**src/hdl/emwc_pkg.sv**
```systemverilog
// shared constants and types for the external memory wait configuration
package emwc_pkg;

  // ----------------------------------------------------------------
  // register map
  // ----------------------------------------------------------------
  localparam logic [7:0] EMWC_SEG_CFG_OFF   = 8'hf6;
  localparam logic [7:0] EMWC_SEG_CFG_PAGE  = 8'h15;
  localparam logic [7:0] EMWC_SEG_CFG_RST   = 8'h1f;
  localparam logic [7:0] EMWC_WAIT_CTL_OFF  = 8'hfc;
  localparam logic [7:0] EMWC_WAIT_CTL_PAGE = 8'h00;
  localparam logic [7:0] EMWC_WAIT_CTL_RST  = 8'h7f;
  localparam logic [7:0] EMWC_RSVD_MASK     = 8'h7f;

  // data page registers and the port data registers they swap with
  localparam logic [7:0] EMWC_DPR_PAGE      = 8'h15;
  localparam logic [7:0] EMWC_DPR_BASE      = 8'hf0;
  localparam logic [7:0] EMWC_PORT_DR_BASE  = 8'he0;
  localparam logic [7:0] EMWC_QUAD_MASK     = 8'hfc;

  // internal address width and the block select bit
  localparam int EMWC_ADDR_W    = 22;
  localparam int EMWC_BLOCK_BIT = 21;

  // ----------------------------------------------------------------
  // register layouts
  // ----------------------------------------------------------------
  typedef struct packed {
    logic       reserved;
    logic       code_segment_save_enable;
    logic       page_register_remap;
    logic       memory_select_bit;
    logic [1:0] lower_addr_strobe_wait;
    logic [1:0] upper_addr_strobe_wait;
  } emwc_seg_cfg_t;

  typedef struct packed {
    logic       reserved;
    logic       watchdog_enable_bit;
    logic [2:0] upper_data_strobe_wait;
    logic [2:0] lower_data_strobe_wait;
  } emwc_wait_ctl_t;

  // per-access settings captured by the sequencer
  typedef struct packed {
    logic       upper;
    logic [1:0] as_wait;
    logic [2:0] ds_wait;
    logic       ds2_en;
    logic       wait_en;
  } emwc_acc_cfg_t;

  typedef enum {EMWC_IDLE, EMWC_ADDR, EMWC_DATA} emwc_seq_state_t;

endpackage : emwc_pkg

```
**src/hdl/emwc_seq.sv**
```systemverilog
// access sequencer: address phase, data phase and wait stretching
`timescale 1ns/1ns
module emwc_seq
  import emwc_pkg::*;
(
  // clock and reset
  input  wire logic          clk_sys,
  input  wire logic          rst,
  // request
  input  wire logic          acc_start,
  input  wire emwc_acc_cfg_t acc_cfg,
  input  wire logic          wait_low,
  // strobes and status
  output logic               address_strobe_n,
  output logic               data_strobe_n,
  output logic               second_data_strobe_n,
  output logic               acc_busy,
  output logic               acc_done
);

  emwc_seq_state_t state_ff, nxt_state;
  emwc_acc_cfg_t   cfg_ff,   nxt_cfg;
  logic [2:0]      cnt_ff,   nxt_cnt;
  logic            as_n_ff,  nxt_as_n;
  logic            ds_n_ff,  nxt_ds_n;
  logic            ds2_n_ff, nxt_ds2_n;
  logic            done_ff,  nxt_done;
  logic            lower_ds2;
  logic            held;

  // ----------------------------------------------------------------
  // next state: programmed count runs out first, then the wait pin
  // ----------------------------------------------------------------
  always_comb begin
    nxt_state = state_ff;
    nxt_cfg   = cfg_ff;
    nxt_cnt   = cnt_ff;
    nxt_done  = 1'b0;
    held      = cfg_ff.wait_en && wait_low;
    case (state_ff)
      EMWC_IDLE: begin
        if (acc_start) begin
          nxt_state = EMWC_ADDR;
          nxt_cfg   = acc_cfg;
          nxt_cnt   = {1'b0, acc_cfg.as_wait}; // see R6
        end
      end
      EMWC_ADDR: begin
        if (cnt_ff != '0) begin
          nxt_cnt = cnt_ff - 3'h1;
        end else if (!held) begin
          nxt_state = EMWC_DATA;
          nxt_cnt   = cfg_ff.ds_wait; // see R11 see R12
        end
      end
      EMWC_DATA: begin
        if (cnt_ff != '0) begin
          nxt_cnt = cnt_ff - 3'h1;
        end else if (!held) begin
          nxt_state = EMWC_IDLE;
          nxt_done  = 1'b1;
        end
      end
      default: nxt_state = EMWC_IDLE;
    endcase
    // lower block with the second strobe on keeps the primary high
    lower_ds2 = !nxt_cfg.upper && nxt_cfg.ds2_en; // see R14
    nxt_as_n  = (nxt_state != EMWC_ADDR);
    nxt_ds_n  = !((nxt_state == EMWC_DATA) && !lower_ds2);
    nxt_ds2_n = !((nxt_state == EMWC_DATA) && lower_ds2);
  end

  // strobes come from flops so they never glitch on the pins
  always_ff @(posedge clk_sys or posedge rst) begin
    if (rst) begin
      state_ff <= EMWC_IDLE;
      cfg_ff   <= '0;
      cnt_ff   <= '0;
      as_n_ff  <= 1'b1;
      ds_n_ff  <= 1'b1;
      ds2_n_ff <= 1'b1;
      done_ff  <= 1'b0;
    end else begin
      state_ff <= nxt_state;
      cfg_ff   <= nxt_cfg;
      cnt_ff   <= nxt_cnt;
      as_n_ff  <= nxt_as_n;
      ds_n_ff  <= nxt_ds_n;
      ds2_n_ff <= nxt_ds2_n;
      done_ff  <= nxt_done;
    end
  end

  assign address_strobe_n     = as_n_ff;
  assign data_strobe_n        = ds_n_ff;
  assign second_data_strobe_n = ds2_n_ff;
  assign acc_busy             = (state_ff != EMWC_IDLE);
  assign acc_done             = done_ff;

endmodule : emwc_seq

```
**src/hdl/emwc_top.sv**
```systemverilog
// external memory configuration registers and wait-state control
//
// Overview of operation
// segment config register resets to 1Fh
// save off: interrupt segment used, push pc/flags
// save on: push code segment, load, restore
// remap bit swaps page registers with port data
// software keeps memory select bit at one
// lower block stretches address strobe 0..3
// upper block stretches address strobe 0..3
// segment config writes ignored during interrupt service
// wait control resets 7Fh, top bit reads zero
// clearing watchdog enable selects watchdog mode
// upper block data strobe stretch 0..7
// lower block active strobe stretch 0..7
// data stretch counts internal clock cycles
// primary strobe upper, second strobe lower
// software may zero data stretch for speed
// second strobe active, primary held high
// sampled wait adds one cycle, resampled
// programmed stretch precedes wait pin stretch
`timescale 1ns/1ns
module emwc_top
  import emwc_pkg::*;
(
  // clock and reset
  input  wire logic                   clk_sys,
  input  wire logic                   rst,
  // register file access
  input  wire logic [7:0]             reg_page,
  input  wire logic [7:0]             reg_addr,
  input  wire logic                   reg_wr,
  input  wire logic                   reg_rd,
  input  wire logic [7:0]             reg_wdata,
  output logic [7:0]                  reg_rdata,
  // page register decode
  output logic                        dpr_hit,
  output logic [1:0]                  dpr_index,
  output logic                        port_dr_hit,
  // configuration levels
  output logic                        page_register_remap,
  output logic                        memory_select_bit,
  output logic                        watchdog_mode,
  // interrupt entry and return
  input  wire logic                   int_entry,
  input  wire logic                   int_return,
  input  wire logic                   in_service,
  output logic                        use_isr_segment,
  output logic                        push_pc_flags,
  output logic                        push_code_segment,
  output logic                        load_cs_from_isr,
  output logic                        restore_code_segment,
  // external access
  input  wire logic                   acc_start,
  input  wire logic [EMWC_ADDR_W-1:0] acc_addr,
  input  wire logic                   second_strobe_enable,
  input  wire logic                   wait_enable,
  input  wire logic                   wait_n_pin,
  output logic                        acc_busy,
  output logic                        acc_done,
  output logic                        address_strobe_n,
  output logic                        data_strobe_n,
  output logic                        second_data_strobe_n
);

  // ----------------------------------------------------------------
  // decode helpers
  // ----------------------------------------------------------------
  function automatic logic reg_hit(input logic [7:0] pg,
                                   input logic [7:0] ad,
                                   input logic [7:0] want_pg,
                                   input logic [7:0] want_ad);
    reg_hit = (pg == want_pg) && (ad == want_ad);
  endfunction : reg_hit

  // four consecutive registers starting at an aligned base
  function automatic logic quad_hit(input logic [7:0] ad,
                                    input logic [7:0] base);
    quad_hit = ((ad & EMWC_QUAD_MASK) == base);
  endfunction : quad_hit

  emwc_seg_cfg_t  seg_cfg_ff,  nxt_seg_cfg;
  emwc_wait_ctl_t wait_ctl_ff, nxt_wait_ctl;
  logic [7:0]     rdata_ff,    nxt_rdata;
  logic           seg_sel, wait_sel;

  // ----------------------------------------------------------------
  // configuration registers
  // ----------------------------------------------------------------
  always_comb begin
    seg_sel  = reg_hit(reg_page, reg_addr,
                       EMWC_SEG_CFG_PAGE, EMWC_SEG_CFG_OFF);
    wait_sel = reg_hit(reg_page, reg_addr,
                       EMWC_WAIT_CTL_PAGE, EMWC_WAIT_CTL_OFF);
    nxt_seg_cfg  = seg_cfg_ff;
    nxt_wait_ctl = wait_ctl_ff;
    nxt_rdata    = rdata_ff;
    // writes are dropped during service so the segment mode cannot
    // change under a routine that is already running
    if (reg_wr && seg_sel && !in_service) begin
      nxt_seg_cfg = emwc_seg_cfg_t'(reg_wdata & EMWC_RSVD_MASK);
    end
    if (reg_wr && wait_sel) begin
      nxt_wait_ctl = emwc_wait_ctl_t'(reg_wdata & EMWC_RSVD_MASK);
    end
    if (reg_rd) begin
      if (seg_sel) begin
        nxt_rdata = seg_cfg_ff & EMWC_RSVD_MASK;
      end else if (wait_sel) begin
        nxt_rdata = wait_ctl_ff & EMWC_RSVD_MASK;
      end else begin
        nxt_rdata = '0;
      end
    end
  end

  always_ff @(posedge clk_sys or posedge rst) begin
    if (rst) begin
      seg_cfg_ff  <= EMWC_SEG_CFG_RST;
      wait_ctl_ff <= EMWC_WAIT_CTL_RST;
      rdata_ff    <= '0;
    end else begin
      seg_cfg_ff  <= nxt_seg_cfg;
      wait_ctl_ff <= nxt_wait_ctl;
      rdata_ff    <= nxt_rdata;
    end
  end

  assign reg_rdata           = rdata_ff;
  assign page_register_remap = seg_cfg_ff.page_register_remap;
  // the select bit is only reflected; software must keep it set
  assign memory_select_bit   = seg_cfg_ff.memory_select_bit;
  assign watchdog_mode       = !wait_ctl_ff.watchdog_enable_bit;

  // ----------------------------------------------------------------
  // data page register location
  // ----------------------------------------------------------------
  always_comb begin
    dpr_index   = reg_addr[1:0];
    dpr_hit     = 1'b0;
    port_dr_hit = 1'b0;
    if (!seg_cfg_ff.page_register_remap) begin
      dpr_hit     = (reg_page == EMWC_DPR_PAGE)
                    && quad_hit(reg_addr, EMWC_DPR_BASE);
      port_dr_hit = quad_hit(reg_addr, EMWC_PORT_DR_BASE);
    end else begin
      dpr_hit     = quad_hit(reg_addr, EMWC_PORT_DR_BASE);
      port_dr_hit = (reg_page == EMWC_DPR_PAGE)
                    && quad_hit(reg_addr, EMWC_DPR_BASE);
    end
  end

  // ----------------------------------------------------------------
  // interrupt segment handling
  // ----------------------------------------------------------------
  logic svc_save_ff,  nxt_svc_save;
  logic use_isr_ff,   nxt_use_isr;
  logic push_pf_ff,   nxt_push_pf;
  logic push_cs_ff,   nxt_push_cs;
  logic load_cs_ff,   nxt_load_cs;
  logic restore_ff,   nxt_restore;

  // the mode is latched at entry so the return matches the frame
  always_comb begin
    nxt_svc_save = svc_save_ff;
    nxt_use_isr  = use_isr_ff;
    nxt_push_pf  = 1'b0;
    nxt_push_cs  = 1'b0;
    nxt_load_cs  = 1'b0;
    nxt_restore  = 1'b0;
    if (int_entry) begin
      nxt_svc_save = seg_cfg_ff.code_segment_save_enable;
      nxt_push_pf  = 1'b1;
      nxt_use_isr  = !seg_cfg_ff.code_segment_save_enable;
      nxt_push_cs  = seg_cfg_ff.code_segment_save_enable;
      nxt_load_cs  = seg_cfg_ff.code_segment_save_enable;
    end else if (int_return) begin
      nxt_restore  = svc_save_ff;
      nxt_use_isr  = 1'b0;
    end
  end

  always_ff @(posedge clk_sys or posedge rst) begin
    if (rst) begin
      svc_save_ff <= 1'b0;
      use_isr_ff  <= 1'b0;
      push_pf_ff  <= 1'b0;
      push_cs_ff  <= 1'b0;
      load_cs_ff  <= 1'b0;
      restore_ff  <= 1'b0;
    end else begin
      svc_save_ff <= nxt_svc_save;
      use_isr_ff  <= nxt_use_isr;
      push_pf_ff  <= nxt_push_pf;
      push_cs_ff  <= nxt_push_cs;
      load_cs_ff  <= nxt_load_cs;
      restore_ff  <= nxt_restore;
    end
  end

  assign use_isr_segment      = use_isr_ff;
  assign push_pc_flags        = push_pf_ff;
  assign push_code_segment    = push_cs_ff;
  assign load_cs_from_isr     = load_cs_ff;
  assign restore_code_segment = restore_ff;

  // ----------------------------------------------------------------
  // external access: wait pin sync and sequencer
  // ----------------------------------------------------------------
  logic          wait_s1_ff, wait_s2_ff;
  emwc_acc_cfg_t acc_cfg;

  // two flops; the pin is asynchronous to clk_sys
  always_ff @(posedge clk_sys or posedge rst) begin
    if (rst) begin
      wait_s1_ff <= 1'b1;
      wait_s2_ff <= 1'b1;
    end else begin
      wait_s1_ff <= wait_n_pin;
      wait_s2_ff <= wait_s1_ff;
    end
  end

  // block select is the top internal address bit
  always_comb begin
    acc_cfg.upper   = acc_addr[EMWC_BLOCK_BIT];
    acc_cfg.as_wait = acc_addr[EMWC_BLOCK_BIT]
                      ? seg_cfg_ff.upper_addr_strobe_wait
                      : seg_cfg_ff.lower_addr_strobe_wait;
    acc_cfg.ds_wait = acc_addr[EMWC_BLOCK_BIT]
                      ? wait_ctl_ff.upper_data_strobe_wait
                      : wait_ctl_ff.lower_data_strobe_wait;
    acc_cfg.ds2_en  = second_strobe_enable;
    acc_cfg.wait_en = wait_enable;
  end

  emwc_seq u_seq (
    .clk_sys              (clk_sys),
    .rst                  (rst),
    .acc_start            (acc_start),
    .acc_cfg              (acc_cfg),
    .wait_low             (!wait_s2_ff),
    .address_strobe_n     (address_strobe_n),
    .data_strobe_n        (data_strobe_n),
    .second_data_strobe_n (second_data_strobe_n),
    .acc_busy             (acc_busy),
    .acc_done             (acc_done)
  );

  // ----------------------------------------------------------------
  // checking helpers
  // ----------------------------------------------------------------
  logic       seg_wr_seen_ff;
  logic [3:0] low_len_ff;
  logic [3:0] exp_as_ff;
  logic [3:0] exp_ds_ff;
  logic       nowait_ff;

  // length of the current strobe-low phase and its expected length
  always_ff @(posedge clk_sys or posedge rst) begin
    if (rst) begin
      seg_wr_seen_ff <= 1'b0;
      low_len_ff     <= '0;
      exp_as_ff      <= '0;
      exp_ds_ff      <= '0;
      nowait_ff      <= 1'b0;
    end else begin
      if (reg_wr && seg_sel)
        seg_wr_seen_ff <= 1'b1;
      if (!acc_busy && acc_start) begin
        exp_as_ff <= {2'b00, acc_cfg.as_wait} + 4'h1;
        exp_ds_ff <= {1'b0, acc_cfg.ds_wait} + 4'h1;
        nowait_ff <= !wait_enable;
      end
      if (!address_strobe_n || !data_strobe_n || !second_data_strobe_n)
        low_len_ff <= low_len_ff + 4'h1;
      else
        low_len_ff <= '0;
    end
  end
endmodule : emwc_top

```
**config.mk**
```make
export PLATFORM = sky130hd
export DESIGN_NAME = emwc_top
export DESIGN_NICKNAME = d
export VERILOG_FILES = /design/src/hdl/emwc_pkg.sv /design/src/hdl/emwc_seq.sv /design/src/hdl/emwc_top.sv
export SDC_FILE = /design/constraint.sdc
export NUM_CORES = 1
export LEC_CHECK = 0
export ABC_AREA = 0
export BUFFER_PORTS_ARGS = -buffer_cell sky130_fd_sc_hd__buf_2
export CAP_MARGIN = 40
export CORE_MARGIN = 1.5
export CORE_UTILIZATION = 25
export CTS_CLUSTER_SIZE = 8
export DETAILED_ROUTE_END_ITERATION = 8
export PLACE_DENSITY = 0.52
export SLEW_MARGIN = 20
export SYNTH_ARGS = -nofsm -noshare
export SYNTH_HDL_FRONTEND = slang
export SYNTH_HIERARCHICAL = 1
export SYNTH_SLANG_ARGS = --single-unit
```
**constraint.sdc**
```tcl
create_clock -name clk_sys -period 2.7 [get_ports clk_sys]
set_clock_uncertainty 0.1 [all_clocks]
set_input_delay 0.405 -clock clk_sys [delete_from_list [all_inputs] [get_ports clk_sys]]
set_output_delay 0.405 -clock clk_sys [all_outputs]
set_load 0.01 [all_outputs]
```
==> results.json, run 1 <==
{
  "synthMuxAreaShare_pct": 13.8,
  "setup_viol": 0,
  "diodes": 0,
  "cts_hold_buf": 1,
  "cp_data_required_time_ns": 2.19,
  "period_minus_slack_ns": 2.36,
  "htree_levels": 3,
  "cts_num_sinks": 73,
  "ios": 82,
  "yosys.area_share.adder_pct": 0.838,
  "grt_use_total_pct": 10.2,
  "crit_type": "reg -> out",
  "cts_tree": "done",
  "die_x_um": 112,
  "tightest_slew_ns": 0.586,
  "drtIter0Drc": 70,
  "worstPathMaxFanout": 4,
  "slew_headroom_pct": 60.8,
  "crit_path_cell_trace": "nor4_2 > nand4_2 > nor2_1 > nand2_1 > buf_2",
  "path_buf_inv": 1,
  "start_util_pct": 25.9,
  "final_core_utilization_pct": 33.3,
  "min_path_type": "in -> reg",
  "fin_setup_tns_ns": 0,
  "synth_area_um2": 2990,
  "synth_top_flop_cell": "dfrtp_1",
  "drtAntennaViolNets": 0,
  "slowest_delay_ns": 0.37,
  "ys_seq_area_share_pct": 61.9,
  "remaining_drc_errors": 0,
  "clock_latency_ns": 0.33,
  "syn2layout_area_growth_pct": 28.2,
  "clkTransAtPathRegs_ns": 0.06,
  "dieArea_um2": 12600,
  "synth-seq-cells": 73,
  "rows": 39,
  "core_area_um2": 11500,
  "hold_ws_ns": 0.0739,
  "routed_wl_mm": 5.69,
  "cts_resized": 0,
  "p_leak_nw": 1.81,
  "place.gp.congestion": 0.772,
  "grt_pass1_vias": 2001,
  "antenna_found_initial": 0,
  "clockBufferDepth": 2,
  "crit_family": "simple AND/OR/NAND/NOR gates",
  "critPathArrivalTime_ns": 1.85,
  "slew_viol_final": 0,
  "num_vias": 1866,
  "cts_root_buf": "clkbuf_16",
  "placed_cells": 435,
  "fillers": 1167,
  "final_hold_viol_count": 0,
  "finalNonFillerCells": 452,
  "grt_max_degree": 29,
  "peakVddDrop_mv": 0.280,
  "drive_above_1_share_pct": 43.7,
  "yosys.area_share.simple_pct": 15.1,
  "fin_nets": 363,
  "worst_path_max_delay_cell": "dfrtp_1",
  "async_flop_share_pct": 100,
  "die_y_um": 112,
  "start_kind": "flip-flop",
  "cts_setup_buffers": 0,
  "drt-pass1-iter-count": 4,
  "synthCells": 208,
  "wl_per_cell_um": 12.6,
  "rsz0062_at_grt": "no",
  "place_hpwl_mm": 4.05,
  "ys_types": 45,
  "status": "finished clean",
  "avgSynthCellArea_um2": 14.4,
  "maxCapViolCount": 0,
  "io_buffers": 58,
  "grt-ovfl-total": 0,
  "synth_xor_area_share_pct": 0,
  "powerDensity_nw_per_um2": 602,
  "drt-vias-per-instance": 4.13,
  "synth-compound-area-share_pct": 5.36,
  "end_kind": "output pin",
  "fmax_ghz": 0.424,
  "synth-edff-count": 0,
  "finalCritPeriodShare_pct": 87.3,
  "grt_pass1_wl_mm": 9.90,
  "synth_warnings": 6,
  "cts-buffers-inserted": 9,
  "synth_top_family_by_area": "simple AND/OR/NAND/NOR gates"
}
==> per-stage QoR <==
step	setup WS [ns]	total power, mW	cell area, µm²
after floorplan	0.632	1.19	3100
after global placement	0.395	1.24	3550
after detailed placement	0.380	1.24	3550
after CTS	0.324	2.34	3830
after global routing	0.174	2.41	3830
final	0.343	2.31	3830
==> worst reg2reg max path: cells and delay by family (launching register included) <==
family          cells  cell delay (ns)
buf+inv             1             0.07
compound gates      1             0.36
fa+ha+maj           2             0.47
simple gates        1             0.28
flops               1             0.35
mux                 1             0.39
==> state kept, by name (all words and copies together), names as in the netlist, 3 cells and up <==
name,flops
seg_cfg_ff,5
wait_ctl_ff,7
u_seq/cfg_ff,6
reg_rdata,7
u_seq/cnt_ff,3
u_seq/state_ff,32
==> path summary, 6_finish.rpt <==
kind	from	endpoint	slack, ns	cells after the start
min reg2reg	wait_s1_ff$_DFF_PP1_	wait_s2_ff$_DFF_PP1_	0.27	0
min	wait_n_pin	wait_s1_ff$_DFF_PP1_	0.07	1
max reg2reg	u_seq/cnt_ff[0]$_DFFE_PP0P_	u_seq/cnt_ff[0]$_DFFE_PP0P_	0.57	6
max	u_seq/state_ff[2]$_DFF_PP0_	acc_busy	0.34	5
min in group asynchronous	rst	u_seq/state_ff[21]$_DFF_PP0_	0.48	3
max in group asynchronous	rst	u_seq/second_data_strobe_n$_DFF_PP1_	1.39	4
==> kinds of logic (layout without fill, tap and decap cells) <==
group / after synthesis / after routing
compound gates: 20 / 20
simple gates: 62 / 62
fa+ha+maj: 2 / 2
mux: 33 / 33
other cells: 2 / 31
flops: 73 / 73
buf+inv: 16 / 88
==> layer usage <==
layer / global-route usage, % / up-vias / part of all wire [%]
li1: - / 907 / -
met1: 12.8 / 920 / 45
met3: 1.73 / 12 / 1.9
met4: 6.58 / 0 / 2.6
met5: 0 / - / 0
met2: 16.3 / 27 / 51
==> placed cells by master (no fill, tap or decap), types with 3 or more instances in the layout <==
cell	netlist	routed
nand3_1	3	3
mux2i_1	6	6
inv_1	9	8
mux2_2	13	13
conb_1	2	31
mux2_4	13	13
nand2b_1	5	5
a221o_1	8	8
dfstp_2	17	17
buf_2	0	58
nor2_1	10	10
nor2b_1	9	9
nand2_1	4	4
dfrtp_1	56	56
clkbuf_16	0	9
buf_4	4	4
and2_1	3	3
nor4_2	7	7
nor4_1	3	3
==> synthesized netlist by cell type, types with 2 or more instances <==
library cell,n,area (µm²)
mux2i_1,6,60.1
conb_1,2,7.51
nand3_1,3,15.0
and3b_1,2,17.5
nor4_2,7,87.6
nand2_1,4,15.0
inv_1,9,33.8
nand4_2,2,25.0
clkbuf_1,2,7.51
nor2_1,10,37.5
mux2_4,13,195
and2_1,3,18.8
dfstp_2,17,447
mux2_2,13,146
nand2b_1,5,31.3
nor3_2,2,20.0
dfrtp_1,56,1400
nor2b_1,9,56.3
ha_1,2,25.0
a21oi_1,2,10.0
nor4_1,3,18.8
o21ai_0,2,10.0
buf_4,4,30.0
nor3_1,2,10.0
a221o_1,8,80.1
==> layout make-up <==
| cell class | count | area, µm² | share of cell area (%) |
|---|---|---|---|
| clock buffers | 10 | 229 | 5.98 |
| clock inverters | 6 | 43.8 | 1.14 |
| inverters | 9 | 33.8 | 0.882 |
| multi-input cells | 148 | 1170 | 30.4 |
| flip-flops and latches | 73 | 1850 | 48.3 |
| well taps | 143 | 179 | 4.67 |
| repair buffers | 63 | 330 | 8.62 |
==> power by group <==
group	switching [mW]	internal, mW	total (mW)	leakage, nW
Combinational	0.0538	0.0341	0.0879	0.803
Clock	0.460	0.625	1.08	0.133
Sequential	0.0109	1.12	1.13	0.873
Total	0.524	1.78	2.31	1.81
(Power assumes the default switching activity.)
==> inputs of run 2 (changes only) <==
--- a/config.mk
+++ b/config.mk
@@ -5,14 +5,14 @@
 export SDC_FILE = /design/constraint.sdc
 export NUM_CORES = 1
 export LEC_CHECK = 0
-export ABC_AREA = 0
+export ABC_AREA = 1
 export BUFFER_PORTS_ARGS = -buffer_cell sky130_fd_sc_hd__buf_2
 export CAP_MARGIN = 40
 export CORE_MARGIN = 1.5
 export CORE_UTILIZATION = 25
 export CTS_CLUSTER_SIZE = 8
 export DETAILED_ROUTE_END_ITERATION = 8
-export PLACE_DENSITY = 0.52
+export PLACE_DENSITY = 0.51
 export SLEW_MARGIN = 20
 export SYNTH_ARGS = -nofsm -noshare
 export SYNTH_HDL_FRONTEND = slang
==> results.json, run 2 <==
{
  "status": "finished clean",
  "largest-register": "u_seq/state_ff",
  "drtAntennaViolNets": 0,
  "async_flop_share_pct": 100,
  "synth_top_flop_cell": "dfrtp_1",
  "drt-vias-per-instance": 3.94,
  "synth.top_cell.area_share_pct": 41.6,
  "fin_setup_tns_ns": 0,
  "fin_nets": 532,
  "grt_pass1_wl_mm": 12.1,
  "syn2layout_area_growth_pct": 26.7,
  "synth_largest_area_cell": "dfrtp_1",
  "synthCells": 377,
  "finalCritPeriodShare_pct": 73.8,
  "die_x_um": 119,
  "synth_warnings": 6,
  "path_buf_inv": 2,
  "io_buffers": 58,
  "antenna_found_initial": 0,
  "setup_viol": 0,
  "crit_path_cell_trace": "nor2_1 > nand2_1 > nor2_1 > nand2_1 > inv_1 > nand2_2 > buf_2",
  "ys_types": 34,
  "cts_hold_buf": 0,
  "crit_type": "reg -> out",
  "min_from": "wait_n_pin",
  "htree_levels": 3,
  "clockBufferDepth": 2,
  "grt-ovfl-total": 0,
  "start_util_pct": 25.6,
  "synthTopCellsByCount": "nand2_1, dfrtp_1, inv_1",
  "r2r_end": "u_seq/cnt_ff[0]$_DFFE_PP0P_",
  "die_y_um": 119,
  "cts-buffers-inserted": 9,
  "cts_root_buf": "clkbuf_16",
  "rsz0062_at_grt": "no",
  "tightest_slew_ns": 0.546,
  "place.gp.congestion": 0.808,
  "cp_data_required_time_ns": 2.19,
  "clock_latency_ns": 0.33,
  "diodes": 0,
  "rows": 42,
  "final_hold_viol_count": 0,
  "min_path_type": "in -> reg",
  "cts_num_sinks": 73,
  "remaining_drc_errors": 0,
  "hold_path_end": "wait_s1_ff$_DFF_PP1_",
  "synth.most_common_cell": "nand2_1",
  "slew_viol_final": 0,
  "reg2reg_slack_ns": 0.95,
  "drt-pass1-iter-count": 4,
  "r2r_cells": 11,
  "worstPathMaxFanout": 5,
  "critPathArrivalTime_ns": 1.49,
  "cts_resized": 0,
  "synth_area_um2": 3370,
  "avgSynthCellArea_um2": 8.94,
  "grt_pass1_vias": 2645,
  "fmax_ghz": 0.502,
  "cts_tree": "done",
  "layout_common_cells": "nand2_1, buf_2, dfrtp_1",
  "ios": 82,
  "core_area_um2": 13200,
  "maxCapViolCount": 0,
  "slew_headroom_pct": 63.6,
  "p_leak_nw": 2.30,
  "start_kind": "flip-flop",
  "place_hpwl_mm": 5.03,
  "crit_family": "simple AND/OR/NAND/NOR gates",
  "r2r-start": "u_seq/cnt_ff[0]$_DFFE_PP0P_",
  "routed_wl_mm": 6.98,
  "drtIter0Drc": 77,
  "slowest_delay_ns": 0.42,
  "cts_setup_buffers": 0,
  "peakVddDrop_mv": 0.374,
  "dieArea_um2": 14200,
  "worstHoldPathCells": 1,
  "ys_seq_area_share_pct": 54.8,
  "powerDensity_nw_per_um2": 566,
  "period_minus_slack_ns": 1.99,
  "end_kind": "output pin",
  "worst_path_max_delay_cell": "dfrtp_1",
  "ys_top_cells_by_area": "dfrtp_1, dfstp_2, nand2_1",
  "largest_reg_flops": 32,
  "final_core_utilization_pct": 32.4,
  "clkTransAtPathRegs_ns": 0.06,
  "synth-edff-count": 0,
  "grt_max_degree": 46,
  "wl_per_cell_um": 10.7,
  "drive_above_1_share_pct": 30.1,
  "final_common_cell": "nand2_1",
  "num_vias": 2574,
  "worst-path-stages": 7,
  "synth-seq-cells": 73,
  "grt_use_total_pct": 10.9
}
-- run 2: cell type report --
cell class,count,area (µm²)
multi-input cells,281,1400
clock inverters,7,71.3
inverters,45,176
well taps,176,220
repair buffers,63,334
flip-flops and latches,73,1850
fillers,1398,8920
clock buffers,9,225
-- run 2: report_power, final --
| group | total, mW | internal, mW | leakage, nW | switching (mW) |
|---|---|---|---|---|
| Clock | 1.17 | 0.712 | 0.137 | 0.458 |
| Sequential | 1.13 | 1.12 | 0.879 | 0.00858 |
| Combinational | 0.116 | 0.0395 | 1.28 | 0.0770 |
| Total | 2.42 | 1.87 | 2.30 | 0.543 |
-- run 2: worst max-delay path by stage --
stage,start,end
2_1_floorplan,reg_page[7],port_dr_hit
5_1_grt,u_seq/state_ff[1]$_DFF_PP0_,acc_busy
3_3_place_gp,reg_page[7],port_dr_hit
6_report,u_seq/state_ff[1]$_DFF_PP0_,acc_busy
4_1_cts,u_seq/state_ff[1]$_DFF_PP0_,acc_busy
3_5_place_dp,reg_page[7],port_dr_hit
-- run 2: kinds of logic after synthesis --
group	share of synthesized area (%)
buffers and inverters	6.98
multiplexers	0.668
AO/OA/AOI/OAI	4.01
other	0.223
AND/OR/NAND/NOR	32.6
adder cells (fa/ha/maj)	0.742
flip-flops	54.8
-- run 2: worst register-to-register path: stages, from the launching register on --
cell,delay [ns]
dfrtp_1,0.37
inv_1,0.07
ha_1,0.19
ha_1,0.22
inv_1,0.17
nor2_1,0.07
nand3_1,0.08
nand2_1,0.09
inv_2,0.08
nand3_2,0.08
nand2_1,0.07
nand2_1,0.05
-- run 2: through the flow --
stage          setup slack, ns  power [mW]  std cells  cell area, µm²  hold WS [ns]
2_1_floorplan             1.07        1.21        406            3480         0.245
3_3_place_gp             0.803        1.26        636            3950         0.248
3_5_place_dp             0.779        1.27        636            3950         0.253
4_1_cts                  0.675        2.46        652            4250        0.0817
5_1_grt                  0.588        2.53        654            4270        0.0770
6_report                 0.709        2.42        654            4270        0.0903
-- run 2: metal layers --
layer,track usage (%),vias up,part of all wire (%)
met2,16.8,69,45
met4,5.20,0,2.1
li1,-,1326,-
met3,4.02,12,5.4
met1,13.6,1167,48
met5,0,-,0
